**config.mk**
```make
export PLATFORM = sky130hd
export DESIGN_NAME = aie_exec
export DESIGN_NICKNAME = d
export VERILOG_FILES = /design/src/aie_alu.v /design/src/aie_exec.v
export VERILOG_INCLUDE_DIRS = /design/src /design/src/src
export SDC_FILE = /design/constraint.sdc
export NUM_CORES = 2
export LEC_CHECK = 0
export ABC_AREA = 0
export BUFFER_PORTS_ARGS = -buffer_cell sky130_fd_sc_hd__buf_2
export CAP_MARGIN = 20
export CORE_AREA = 2 2 548 550
export DETAILED_ROUTE_END_ITERATION = 6
export DIE_AREA = 0 0 550 552
export PLACE_DENSITY_LB_ADDON = 0.12
export SYNTH_ARGS = -nofsm -noshare
export SYNTH_HDL_FRONTEND = slang
export SYNTH_SLANG_ARGS = --single-unit
```
**constraint.sdc**
```tcl
create_clock -name clk_sys_i -period 2.75 [get_ports clk_sys_i]
set_input_delay 0.275 -clock clk_sys_i [delete_from_list [all_inputs] [get_ports clk_sys_i]]
set_output_delay 0.275 -clock clk_sys_i [all_outputs]
set_load 0.03 [all_outputs]
```
**src/aie_defines.vh**
```
// Constants for the accumulator instruction execution block.
// Assumes inclusion by bare name from the design files under src/.
`ifndef AIE_DEFINES_VH
`define AIE_DEFINES_VH

// ****************************************************************
// Timing
// ****************************************************************
`define AIE_MC_CLKS      8'd12
`define AIE_LEN_W        2
`define AIE_CYC_W        3

// ****************************************************************
// Special function register addresses (direct space, top half)
// ****************************************************************
`define AIE_SFR_ACC      8'he0
`define AIE_SFR_B        8'hf0
`define AIE_SFR_PSW      8'hd0
`define AIE_SFR_DPL      8'h82
`define AIE_SFR_DPH      8'h83

// ****************************************************************
// Status word fields
// ****************************************************************
`define AIE_PSW_CY       7
`define AIE_PSW_AC       6
`define AIE_PSW_RS1      4
`define AIE_PSW_RS0      3
`define AIE_PSW_OV       2
`define AIE_PSW_P        0

// ****************************************************************
// Reset values
// ****************************************************************
`define AIE_RST_ACC      8'h00
`define AIE_RST_B        8'h00
`define AIE_RST_PSW      8'h00
`define AIE_RST_DATA_POINTER_16     16'h0000

// ****************************************************************
// Opcodes and opcode groups (upper nibble)
// ****************************************************************
`define AIE_OP_INC_DATA_POINTER_16  8'ha3
`define AIE_OP_MUL       8'ha4
`define AIE_OP_DIV       8'h84
`define AIE_OP_DA        8'hd4
`define AIE_OP_CLR_A     8'he4
`define AIE_GRP_INC      4'h0
`define AIE_GRP_DEC      4'h1
`define AIE_GRP_ADD      4'h2
`define AIE_GRP_ADD_WITH_CARRY     4'h3
`define AIE_GRP_OR       4'h4
`define AIE_GRP_AND      4'h5
`define AIE_GRP_XOR      4'h6
`define AIE_GRP_SUBTRACT_WITH_BORROW     4'h9

// ****************************************************************
// ALU operations
// ****************************************************************
`define AIE_ALU_ADD      4'h0
`define AIE_ALU_ADD_WITH_CARRY     4'h1
`define AIE_ALU_SUBTRACT_WITH_BORROW     4'h2
`define AIE_ALU_AND      4'h3
`define AIE_ALU_OR       4'h4
`define AIE_ALU_XOR      4'h5
`define AIE_ALU_INC      4'h6
`define AIE_ALU_DEC      4'h7
`define AIE_ALU_DA       4'h8

`endif

```
**src/aie_alu.v**
```verilog
// Byte ALU: add, add with carry, subtract with borrow, logic,
// increment, decrement and decimal adjust. Purely combinational;
// the caller registers the results.
`timescale 1ns/100ps
`include "aie_defines.vh"

module aie_alu (
    // Operands
    input  wire [7:0] a_i,
    input  wire [7:0] b_i,
    input  wire       cy_i,
    input  wire       ac_i,
    input  wire [3:0] op_i,
    // Results
    output reg  [7:0] res_o,
    output reg        cy_o,
    output reg        ac_o,
    output reg        ov_o
);

    reg [8:0] sum;
    reg [4:0] nib;
    reg [8:0] adj;

    always @* begin
        sum   = 9'h000;
        nib   = 5'h00;
        adj   = 9'h000;
        res_o = 8'h00;
        cy_o  = cy_i;
        ac_o  = ac_i;
        ov_o  = 1'b0;
        case (op_i)
            `AIE_ALU_ADD, `AIE_ALU_ADD_WITH_CARRY: begin
                sum = {1'b0, a_i} + {1'b0, b_i} +
                      {8'h00, cy_i & (op_i == `AIE_ALU_ADD_WITH_CARRY)};
                nib = {1'b0, a_i[3:0]} + {1'b0, b_i[3:0]} +
                      {4'h0, cy_i & (op_i == `AIE_ALU_ADD_WITH_CARRY)};
                res_o = sum[7:0];
                cy_o  = sum[8];
                ac_o  = nib[4];
                ov_o  = (a_i[7] == b_i[7]) && (sum[7] != a_i[7]);
            end
            `AIE_ALU_SUBTRACT_WITH_BORROW: begin
                // Borrow is the carry flag, taken out along with b
                sum = {1'b0, a_i} - {1'b0, b_i} - {8'h00, cy_i};
                nib = {1'b0, a_i[3:0]} - {1'b0, b_i[3:0]} -
                      {4'h0, cy_i};
                res_o = sum[7:0];
                cy_o  = sum[8];
                ac_o  = nib[4];
                ov_o  = (a_i[7] != b_i[7]) && (sum[7] != a_i[7]);
            end
            `AIE_ALU_AND: res_o = a_i & b_i;
            `AIE_ALU_OR:  res_o = a_i | b_i;
            `AIE_ALU_XOR: res_o = a_i ^ b_i;
            `AIE_ALU_INC: res_o = a_i + 8'h01;
            `AIE_ALU_DEC: res_o = a_i - 8'h01;
            `AIE_ALU_DA: begin
                adj = {1'b0, a_i};
                if (ac_i || (adj[3:0] > 4'h9)) begin
                    adj = adj + 9'h006;
                end
                if (cy_i || adj[8] || (adj[7:4] > 4'h9)) begin
                    adj = adj + 9'h060;
                    cy_o = 1'b1;
                end
                res_o = adj[7:0];
            end
            default: res_o = a_i;
        endcase
    end

endmodule

```
**src/aie_exec.v**
```verilog
// Execution of arithmetic and logical instructions of a byte-wide
// accumulator core, with its own accumulator, B, status word, data
// pointer and 256-byte internal data memory.
// Assumes one clock, instructions handed in already fetched with
// their operand bytes, and a load port used only while idle.
`timescale 1ns/100ps
`include "aie_defines.vh"

module aie_exec #(
    parameter [7:0] MC_CLKS = `AIE_MC_CLKS
) (
    // Clock and reset
    input  wire        clk_sys_i,
    input  wire        rstn_i,
    // Instruction issue
    input  wire        instr_valid_i,
    output wire        instr_ready_o,
    input  wire [7:0]  opcode_i,
    input  wire [7:0]  operand1_i,
    input  wire [7:0]  operand2_i,
    // Completion
    output wire        done_o,
    output wire        illegal_o,
    output wire [1:0]  instr_len_o,
    output wire [2:0]  instr_cycles_o,
    output wire [15:0] rel_offset_o,
    // Core state
    output wire [7:0]  acc_o,
    output wire [7:0]  b_o,
    output wire [7:0]  psw_o,
    output wire [15:0] data_pointer_16_o,
    // Data memory load port
    input  wire        mem_wr_i,
    input  wire [7:0]  mem_addr_i,
    input  wire [7:0]  mem_wdata_i,
    output wire [7:0]  mem_rdata_o
);

    // ************************************************************
    // Reset release
    // ************************************************************
    reg  [1:0] rst_sync_ff;
    wire       rst_n = rst_sync_ff[1];

    always @(posedge clk_sys_i or negedge rstn_i) begin
        if (!rstn_i) begin
            rst_sync_ff <= 2'b00;
        end else begin
            rst_sync_ff <= {rst_sync_ff[0], 1'b1};
        end
    end

    // ************************************************************
    // Instruction shape: legal, length in bytes, machine cycles
    // ************************************************************
    function [5:0] aie_shape;
        input [7:0] op;
        reg   [3:0] hi;
        reg   [3:0] lo;
        reg         logic_g;
        reg         arith_g;
        reg         step_g;
        begin
            hi      = op[7:4];
            lo      = op[3:0];
            logic_g = (hi == `AIE_GRP_AND) || (hi == `AIE_GRP_OR) ||
                      (hi == `AIE_GRP_XOR);
            arith_g = (hi == `AIE_GRP_ADD) || (hi == `AIE_GRP_ADD_WITH_CARRY) ||
                      (hi == `AIE_GRP_SUBTRACT_WITH_BORROW);
            step_g  = (hi == `AIE_GRP_INC) || (hi == `AIE_GRP_DEC);
            aie_shape = {1'b0, 2'd1, 3'd1};
            if (op == `AIE_OP_INC_DATA_POINTER_16) begin
                aie_shape = {1'b1, 2'd1, 3'd2};
            end else if (op == `AIE_OP_MUL || op == `AIE_OP_DIV) begin
                aie_shape = {1'b1, 2'd1, 3'd4};
            end else if (op == `AIE_OP_DA || op == `AIE_OP_CLR_A) begin
                aie_shape = {1'b1, 2'd1, 3'd1};
            end else if (logic_g && lo == 4'h3) begin
                aie_shape = {1'b1, 2'd3, 3'd2};
            end else if (logic_g && lo == 4'h2) begin
                aie_shape = {1'b1, 2'd2, 3'd1};
            end else if ((logic_g || arith_g) && lo >= 4'h4) begin
                // Immediate and direct take a second byte
                if (lo == 4'h4 || lo == 4'h5) begin
                    aie_shape = {1'b1, 2'd2, 3'd1};
                end else begin
                    aie_shape = {1'b1, 2'd1, 3'd1};
                end
            end else if (step_g && lo >= 4'h4) begin
                aie_shape = {1'b1, (lo == 4'h5) ? 2'd2 : 2'd1, 3'd1};
            end
        end
    endfunction

    wire [5:0] in_shape = aie_shape(opcode_i);

    // ************************************************************
    // Sequencing: one machine cycle is MC_CLKS clock cycles
    // ************************************************************
    reg        busy_ff;
    reg  [7:0] op_ff;
    reg  [7:0] opnd1_ff;
    reg  [7:0] opnd2_ff;
    reg        legal_ff;
    reg  [1:0] len_ff;
    reg  [2:0] cyc_ff;
    reg  [2:0] left_ff;
    reg  [7:0] phase_ff;
    reg        done_ff;
    reg        illegal_ff;
    reg [15:0] rel_ff;

    wire mc_tick = (phase_ff == MC_CLKS - 8'h01);
    wire commit  = busy_ff && mc_tick && (left_ff == 3'd1);

    assign instr_ready_o = ~busy_ff & rst_n;

    always @(posedge clk_sys_i or negedge rst_n) begin
        if (!rst_n) begin
            busy_ff    <= 1'b0;
            op_ff      <= 8'h00;
            opnd1_ff   <= 8'h00;
            opnd2_ff   <= 8'h00;
            legal_ff   <= 1'b0;
            len_ff     <= 2'd0;
            cyc_ff     <= 3'd0;
            left_ff    <= 3'd0;
            phase_ff   <= 8'h00;
            done_ff    <= 1'b0;
            illegal_ff <= 1'b0;
            rel_ff     <= 16'h0000;
        end else begin
            done_ff    <= commit;
            illegal_ff <= commit & ~legal_ff;
            if (!busy_ff) begin
                if (instr_valid_i) begin
                    busy_ff  <= 1'b1;
                    op_ff    <= opcode_i;
                    opnd1_ff <= operand1_i;
                    opnd2_ff <= operand2_i;
                    legal_ff <= in_shape[5];
                    len_ff   <= in_shape[4:3];
                    cyc_ff   <= in_shape[2:0];
                    left_ff  <= in_shape[2:0];
                    phase_ff <= 8'h00;
                    rel_ff   <= {{8{operand1_i[7]}}, operand1_i};
                end
            end else if (mc_tick) begin
                phase_ff <= 8'h00;
                left_ff  <= left_ff - 3'd1;
                if (left_ff == 3'd1) begin
                    busy_ff <= 1'b0;
                end
            end else begin
                phase_ff <= phase_ff + 8'h01;
            end
        end
    end

    // ************************************************************
    // Operand fetch
    // ************************************************************
    reg  [7:0] iram [0:255];
    reg  [7:0] acc_ff;
    reg  [7:0] b_ff;
    reg  [7:0] psw_ff;
    reg [15:0] data_pointer_16_ff;
    reg  [7:0] mem_rdata_ff;

    wire [3:0] hi       = op_ff[7:4];
    wire [3:0] lo       = op_ff[3:0];
    wire [7:0] psw_rd   = {psw_ff[7:1], ^acc_ff};
    wire [7:0] ri_addr  = {3'b000, psw_ff[4:3], 2'b00, op_ff[0]};
    wire [7:0] rn_addr  = {3'b000, psw_ff[4:3], op_ff[2:0]};
    wire [7:0] mem_addr = op_ff[3] ? rn_addr : iram[ri_addr];
    wire [7:0] mem_val  = iram[mem_addr];
    wire       logic_g  = (hi == `AIE_GRP_AND) || (hi == `AIE_GRP_OR) ||
                          (hi == `AIE_GRP_XOR);
    wire       arith_g  = (hi == `AIE_GRP_ADD) ||
                          (hi == `AIE_GRP_ADD_WITH_CARRY) || (hi == `AIE_GRP_SUBTRACT_WITH_BORROW);
    wire       step_g   = (hi == `AIE_GRP_INC) || (hi == `AIE_GRP_DEC);
    wire       to_dir   = (logic_g && lo < 4'h4) || (step_g && lo == 4'h5);
    wire       to_mem   = step_g && lo >= 4'h6;

    // Upper direct space is registers, not memory; unmapped reads 0
    reg  [7:0] dir_rd;
    always @* begin
        if (!opnd1_ff[7]) begin
            dir_rd = iram[opnd1_ff];
        end else if (opnd1_ff == `AIE_SFR_ACC) begin
            dir_rd = acc_ff;
        end else if (opnd1_ff == `AIE_SFR_B) begin
            dir_rd = b_ff;
        end else if (opnd1_ff == `AIE_SFR_PSW) begin
            dir_rd = psw_rd;
        end else if (opnd1_ff == `AIE_SFR_DPL) begin
            dir_rd = data_pointer_16_ff[7:0];
        end else if (opnd1_ff == `AIE_SFR_DPH) begin
            dir_rd = data_pointer_16_ff[15:8];
        end else begin
            dir_rd = 8'h00;
        end
    end

    wire [7:0] src = (lo == 4'h4) ? opnd1_ff :
                     (lo == 4'h5) ? dir_rd : mem_val;

    // ************************************************************
    // Arithmetic
    // ************************************************************
    reg  [3:0] alu_op;
    reg  [7:0] alu_a;
    reg  [7:0] alu_b;
    wire [7:0] alu_res;
    wire       alu_cy;
    wire       alu_ac;
    wire       alu_ov;

    always @* begin
        alu_a = acc_ff;
        alu_b = src;
        case (hi)
            `AIE_GRP_ADD:  alu_op = `AIE_ALU_ADD;
            `AIE_GRP_ADD_WITH_CARRY: alu_op = `AIE_ALU_ADD_WITH_CARRY;
            `AIE_GRP_SUBTRACT_WITH_BORROW: alu_op = `AIE_ALU_SUBTRACT_WITH_BORROW;
            `AIE_GRP_AND:  alu_op = `AIE_ALU_AND;
            `AIE_GRP_OR:   alu_op = `AIE_ALU_OR;
            `AIE_GRP_XOR:  alu_op = `AIE_ALU_XOR;
            `AIE_GRP_INC:  alu_op = `AIE_ALU_INC;
            `AIE_GRP_DEC:  alu_op = `AIE_ALU_DEC;
            default:       alu_op = `AIE_ALU_DA;
        endcase
        if (logic_g && lo < 4'h4) begin
            alu_a = dir_rd;
            alu_b = (lo == 4'h2) ? acc_ff : opnd2_ff;
        end else if (step_g && lo != 4'h4) begin
            alu_a = src;
        end
    end

    aie_alu u_alu (
        .a_i   (alu_a),
        .b_i   (alu_b),
        .cy_i  (psw_ff[`AIE_PSW_CY]),
        .ac_i  (psw_ff[`AIE_PSW_AC]),
        .op_i  (alu_op),
        .res_o (alu_res),
        .cy_o  (alu_cy),
        .ac_o  (alu_ac),
        .ov_o  (alu_ov)
    );

    wire [15:0] prod = acc_ff * b_ff;
    wire [7:0]  quot = (b_ff == 8'h00) ? 8'h00 : acc_ff / b_ff;
    wire [7:0]  rem  = (b_ff == 8'h00) ? 8'h00 : acc_ff % b_ff;

    // ************************************************************
    // Write back on the last machine cycle
    // ************************************************************
    reg  [7:0] nxt_acc;
    reg  [7:0] nxt_b;
    reg  [7:0] nxt_psw;
    reg [15:0] nxt_data_pointer_16;
    reg        wr_en;
    reg  [7:0] wr_addr;
    reg  [7:0] wr_data;
    reg  [7:0] dst_addr;

    always @* begin
        nxt_acc  = acc_ff;
        nxt_b    = b_ff;
        nxt_psw  = psw_ff;
        nxt_data_pointer_16 = data_pointer_16_ff;
        wr_en    = 1'b0;
        wr_addr  = 8'h00;
        wr_data  = 8'h00;
        dst_addr = to_mem ? mem_addr : opnd1_ff;
        if (commit && legal_ff) begin
            if (op_ff == `AIE_OP_INC_DATA_POINTER_16) begin
                nxt_data_pointer_16 = data_pointer_16_ff + 16'h0001;
            end else if (op_ff == `AIE_OP_MUL) begin
                nxt_acc = prod[7:0];
                nxt_b   = prod[15:8];
                nxt_psw[`AIE_PSW_CY] = 1'b0;
                nxt_psw[`AIE_PSW_OV] = |prod[15:8];
            end else if (op_ff == `AIE_OP_DIV) begin
                // Divide by zero leaves A and B untouched, flags OV
                if (b_ff != 8'h00) begin
                    nxt_acc = quot;
                    nxt_b   = rem;
                end
                nxt_psw[`AIE_PSW_CY] = 1'b0;
                nxt_psw[`AIE_PSW_OV] = (b_ff == 8'h00);
            end else if (op_ff == `AIE_OP_CLR_A) begin
                nxt_acc = 8'h00;
            end else if (op_ff == `AIE_OP_DA) begin
                nxt_acc = alu_res;
                nxt_psw[`AIE_PSW_CY] = alu_cy;
            end else if (to_mem || (to_dir && !opnd1_ff[7])) begin
                wr_en   = 1'b1;
                wr_addr = dst_addr;
                wr_data = alu_res;
            end else if (to_dir) begin
                if (opnd1_ff == `AIE_SFR_ACC) begin
                    nxt_acc = alu_res;
                end else if (opnd1_ff == `AIE_SFR_B) begin
                    nxt_b = alu_res;
                end else if (opnd1_ff == `AIE_SFR_PSW) begin
                    nxt_psw = alu_res;
                end else if (opnd1_ff == `AIE_SFR_DPL) begin
                    nxt_data_pointer_16[7:0] = alu_res;
                end else if (opnd1_ff == `AIE_SFR_DPH) begin
                    nxt_data_pointer_16[15:8] = alu_res;
                end
            end else begin
                nxt_acc = alu_res;
                if (arith_g) begin
                    nxt_psw[`AIE_PSW_CY] = alu_cy;
                    nxt_psw[`AIE_PSW_AC] = alu_ac;
                    nxt_psw[`AIE_PSW_OV] = alu_ov;
                end
            end
        end
    end

    always @(posedge clk_sys_i or negedge rst_n) begin
        if (!rst_n) begin
            acc_ff  <= `AIE_RST_ACC;
            b_ff    <= `AIE_RST_B;
            psw_ff  <= `AIE_RST_PSW;
            data_pointer_16_ff <= `AIE_RST_DATA_POINTER_16;
        end else begin
            acc_ff  <= nxt_acc;
            b_ff    <= nxt_b;
            psw_ff  <= nxt_psw;
            data_pointer_16_ff <= nxt_data_pointer_16;
        end
    end

    // Memory has no reset; the load port is honoured only while idle
    always @(posedge clk_sys_i) begin
        if (wr_en) begin
            iram[wr_addr] <= wr_data;
        end else if (mem_wr_i && !busy_ff) begin
            iram[mem_addr_i] <= mem_wdata_i;
        end
        mem_rdata_ff <= iram[mem_addr_i];
    end

    assign done_o         = done_ff;
    assign illegal_o      = illegal_ff;
    assign instr_len_o    = len_ff;
    assign instr_cycles_o = cyc_ff;
    assign rel_offset_o   = rel_ff;
    assign acc_o          = acc_ff;
    assign b_o            = b_ff;
    assign psw_o          = psw_rd;
    assign data_pointer_16_o         = data_pointer_16_ff;
    assign mem_rdata_o    = mem_rdata_ff;

endmodule

```
==> Flow_metrics.wiki <==
{| class="wikitable"
! Metric !! Value
|-
| Outcome || finished, violations left
|-
| Violations in the final reports || DRC, setup timing
|-
| Arr. time, crit path || 12730 ps
|-
| Hold Path End || mem_rdata_o[6]
|-
| Layout-stage area growth over the synthesis result || 38.2%
|-
| Longest Clk Path Bufs || 4
|-
| Number of flops mapped to enable cells by yosys || 2048
|-
| First-pass GRT wire length || 818 mm
|-
| Share of cell area taken by muxes after synthesis || 0.250
|-
| Dominant combinational cell family by area after synthesis || multiplexers
|-
| Worst slew margin relative to its limit || 0.365
|-
| Final Max Tran Viols || 0
|-
| Critical Path Max Stage Delay || 550 ps
|-
| Die area || 304000 sq um
|-
| Via count of the first global-routing pass || 95900
|-
| CTS tree || yes
|-
| Total gr overflow || 0
|-
| Clk root buf || sky130_fd_sc_hd__clkbuf_16
|-
| Pin count of the biggest net entering global routing || 105
|-
| Min setup slack post-route || -9190 ps
|-
| Hold slack || 89.5 ps
|-
| Post-detailed-routing wire length || 614 mm
|-
| Cell area after synthesis || 118000 sq um
|-
| Number of non-filler instances in the completed layout || 15300
|-
| Standby leakage power || 61.1 nW
|-
| Worst slack at placement || -9950 ps
|-
| Setup slack, reg-to-reg || -9190 ps
|-
| Hold Fails Final Rpt || 0
|-
| Horizontal die dimension || 550 microns
|-
| Total number of nets in the final design || 11300
|-
| Number of port buffers || 115
|-
| Post-synthesis share of cell area spent on xor and xnor gates || 0.00333
|-
| PD cells || 994 nW/um^2
|-
| Cell count after synthesis || 8026
|-
| Count of standard-cell rows || 201
|-
| Clock-pin slew on the worst setup and hold paths || 60 ps
|-
| Synth async-reset ratio || 0.0397
|-
| Critical Path Sink Type || flip-flop
|-
| Number of sinks driven by the clock tree || 2141
|-
| Net Count, Synth || 8238
|-
| Unique masters post-synth || 126
|-
| Total power of the final layout || 0.163 W
|-
| Library cell appearing most often on the critical path || sky130_fd_sc_hd__o21a_1
|-
| Clock latency of the later-clocked register in the worst-skew pair || 960 ps
|-
| Minimum clock period after layout || 11940 ps
|-
| Ratio of routed vias to standard cells || 6.48
|-
| CP required || 3530 ps
|-
| Total routing resource utilization after global routing || 0.394
|-
| Worst slew pin tran || 929 ps
|-
| Number of max-cap violations || 0
|-
| Final ANT Viol Nets || 0
|-
| Path depth of the worst reg2reg path || 64
|-
| Fin Clk Skew || 95.9 ps
|-
| Area of the placeable core || 298000 sq um
|-
| Dominant register cell in the synthesized netlist || sky130_fd_sc_hd__edfxtp_1
|-
| Yosys reg bits || 2141
|-
| Start point of the worst hold path || mem_addr_i[5]
|-
| Ys Warns || 0
|-
| Antenna violations before repair || 73
|-
| Type of the worst setup path || flip-flop to flip-flop
|-
| End of the worst register-to-register path || b_o[3]
|-
| Simple-gate share of the synthesized area || 0.0787
|-
| Initial DRT Pass Iterations || 7
|-
| Worst hold-check path type || primary input to flip-flop
|-
| H-tree levels || 4
|-
| Hold Path Stages || 3
|-
| # IOs || 116
|-
| Largest area contributor in the netlist || sky130_fd_sc_hd__edfxtp_1
|-
| Share of synthesized cell area in full adder, half adder and majority cells || 0.0204
|-
| Endpoints failing setup || 4144
|-
| Highest net fanout along the worst path || 6
|-
| Routability Congestion || 1.05
|-
| Initial standard-cell utilization of the core || 0.397
|-
| Total number of vias || 99200
|-
| Height of the die || 552 microns
|-
| Setup repair after global routing missed its margin || true
|-
| Area share of the largest cell type after synthesis || 0.519
|-
| Aggregate negative setup slack || -13649700 ps
|-
| Worst reg2reg startpoint || b_o[5]
|-
| Share of layout cells above drive strength 1 || 0.468
|-
| Maximum ir drop on the vdd rail || 1.33 mV
|-
| DRC violations left || 2
|-
| Synth Area per Inst || 14.8 sq um
|-
| Crit path max-delay cell type || sky130_fd_sc_hd__or4_4
|-
| Number of DRC violations after detailed-routing iteration 0 || 14000
|-
| Dpl hpwl || 456 mm
|-
| Number of buffers added by the clock tree synthesis step || 241
|-
| Sequential share of the synthesized area || 0.539
|-
| Compound-cell area share of the yosys netlist || 0.0765
|-
| Routed length per placed instance || 40.1 microns
|-
| Portion of the clock cycle consumed by the worst path in the final layout || 4.34
|-
| Placed cells || 14500
|-
| Max Clk Rate || 0.0837 GHz
|-
| Cells taking the most area after synthesis || sky130_fd_sc_hd__edfxtp_1 (52%), sky130_fd_sc_hd__mux4_2 (22%), sky130_fd_sc_hd__mux2i_1 (3.0%)
|-
| CP startpoint kind || flip-flop
|}
## cell usage in the layout, fill, tap and decap left out, types with 74 or more instances in the layout
| cell | count |
|---|---|
| sky130_fd_sc_hd__clkbuf_16 | 268 |
| sky130_fd_sc_hd__dfrtp_1 | 74 |
| sky130_fd_sc_hd__buf_2 | 112 |
| sky130_fd_sc_hd__a31oi_1 | 120 |
| sky130_fd_sc_hd__buf_4 | 2721 |
| sky130_fd_sc_hd__nor2_1 | 461 |
| sky130_fd_sc_hd__nand3_1 | 175 |
| sky130_fd_sc_hd__ha_1 | 114 |
| sky130_fd_sc_hd__edfxtp_1 | 2048 |
| sky130_fd_sc_hd__inv_1 | 116 |
| sky130_fd_sc_hd__buf_12 | 428 |
| sky130_fd_sc_hd__a21oi_1 | 208 |
| sky130_fd_sc_hd__and3_1 | 149 |
| sky130_fd_sc_hd__nand2_1 | 907 |
| sky130_fd_sc_hd__mux4_2 | 1142 |
| sky130_fd_sc_hd__mux2i_1 | 343 |
| sky130_fd_sc_hd__o21ai_0 | 136 |
| sky130_fd_sc_hd__buf_6 | 81 |
| sky130_fd_sc_hd__a211oi_1 | 156 |
## Yosys cell counts, drive strengths merged (25+ instances only)
cell type and n:
nand2 915, buf 353, nor3 79, xnor2 33, a221oi 28, o31ai 25
edfxtp 2048, o22ai 54, nor2b 25, a21o 40, a21oi 229, nand2b 35
clkbuf 303, ha 126, mux2i 349, mux2 37, fa 42, a22o 30
dfrtp 85, a211oi 177, nor2 482, and3 149, o21ai 197, a22oi 79
nand3 183, mux4 1142, a32oi 34, inv 122, a31oi 129, and2 33
o21a 31, nor4 27, nand4 58
## power breakdown
group	internal, W	leakage (nW)	switching [W]
Clock	0.0196	3.97	0.0142
Combinational	0.0386	37.3	0.0542
Sequential	0.0356	19.8	0.000414
Total	0.0938	61.1	0.0688
## worst max-delay path by stage
| stage | from | endpoint | cells after the start |
|---|---|---|---|
| 2_1_floorplan | b_o[4] | b_o[5] | 66 |
| 3_3_place_gp | b_o[4] | b_o[0] | 66 |
| 3_5_place_dp | b_o[4] | b_o[6] | 65 |
| 4_1_cts | b_o[5] | b_o[6] | 64 |
| 5_1_grt | b_o[5] | b_o[3] | 65 |
| 6_report | b_o[5] | b_o[3] | 64 |
## cell type report
| type | instances | area [sq um] |
|---|---|---|
| Antenna cell | 39 | 97.6 |
| Clock buffer | 294 | 6440 |
| Clock inverter | 153 | 1670 |
| Fill cell | 24500 | 135000 |
| Inverter | 123 | 462 |
| Multi-Input combinational cell | 5106 | 52600 |
| Sequential cell | 2141 | 63800 |
| Tap cell | 3958 | 4950 |
| Timing Repair Buffer | 3501 | 33600 |
## stage by stage
| step | util | area (sq um) |
|---|---|---|
| 2_1_floorplan | - | 119000 |
| 3_3_place_gp | 0.500 | 149000 |
| 3_5_place_dp | 0.500 | 149000 |
| 4_1_cts | 0.542 | 162000 |
| 5_1_grt | 0.548 | 164000 |
| 6_report | 0.549 | 164000 |
## worst max-delay path, delay by kind of cell, from the launching register on
family,cells,cell delay [ps]
AO/OA/AOI/OAI,38,6490
XOR/XNOR,1,150
adder cells (fa/ha/maj),7,1790
buffers and inverters,5,690
flip-flops,1,400
multiplexers,2,500
AND/OR/NAND/NOR,11,1830
## metal layers
| metal | track usage | routed length (microns) |
|---|---|---|
| met3 | 0.0948 | 69300 |
| met2 | 0.591 | 269000 |
| met1 | 0.507 | 223000 |
| met5 | 0 | 266 |
| met4 | 0.266 | 52100 |
## cells by family after synthesis
logic type / count (synthesis)
buffers and inverters: 779
and+or+nand+nor: 2067
xor gates and xnor gates: 45
other: 1
muxes: 1528
DFF: 2141
adders and majority gates: 168
AOI/OAI and AO/OA: 1297
## flip-flops by register name, indices dropped and copies added, names as in the netlist, 3 cells and up
register           count
mem_rdata_o            8
left_ff                3
opnd2_ff               8
iram                2048
op_ff                  8
psw_ff                 7
instr_cycles_o         3
rel_offset_o           8
phase_ff               8
acc_o                  8
b_o                    8
data_pointer_16_o     16
## timing repair
action	in CTS	in global routing
endpoints found under the setup margin	4144	4144
pin swaps	95	71
setup buffers	162	70
cloned	53	32
hold buffers	46	0
gates resized for setup	268	197
endpoints found under the hold margin	62	0
Note: power is estimated with default switching activity, not from simulation.
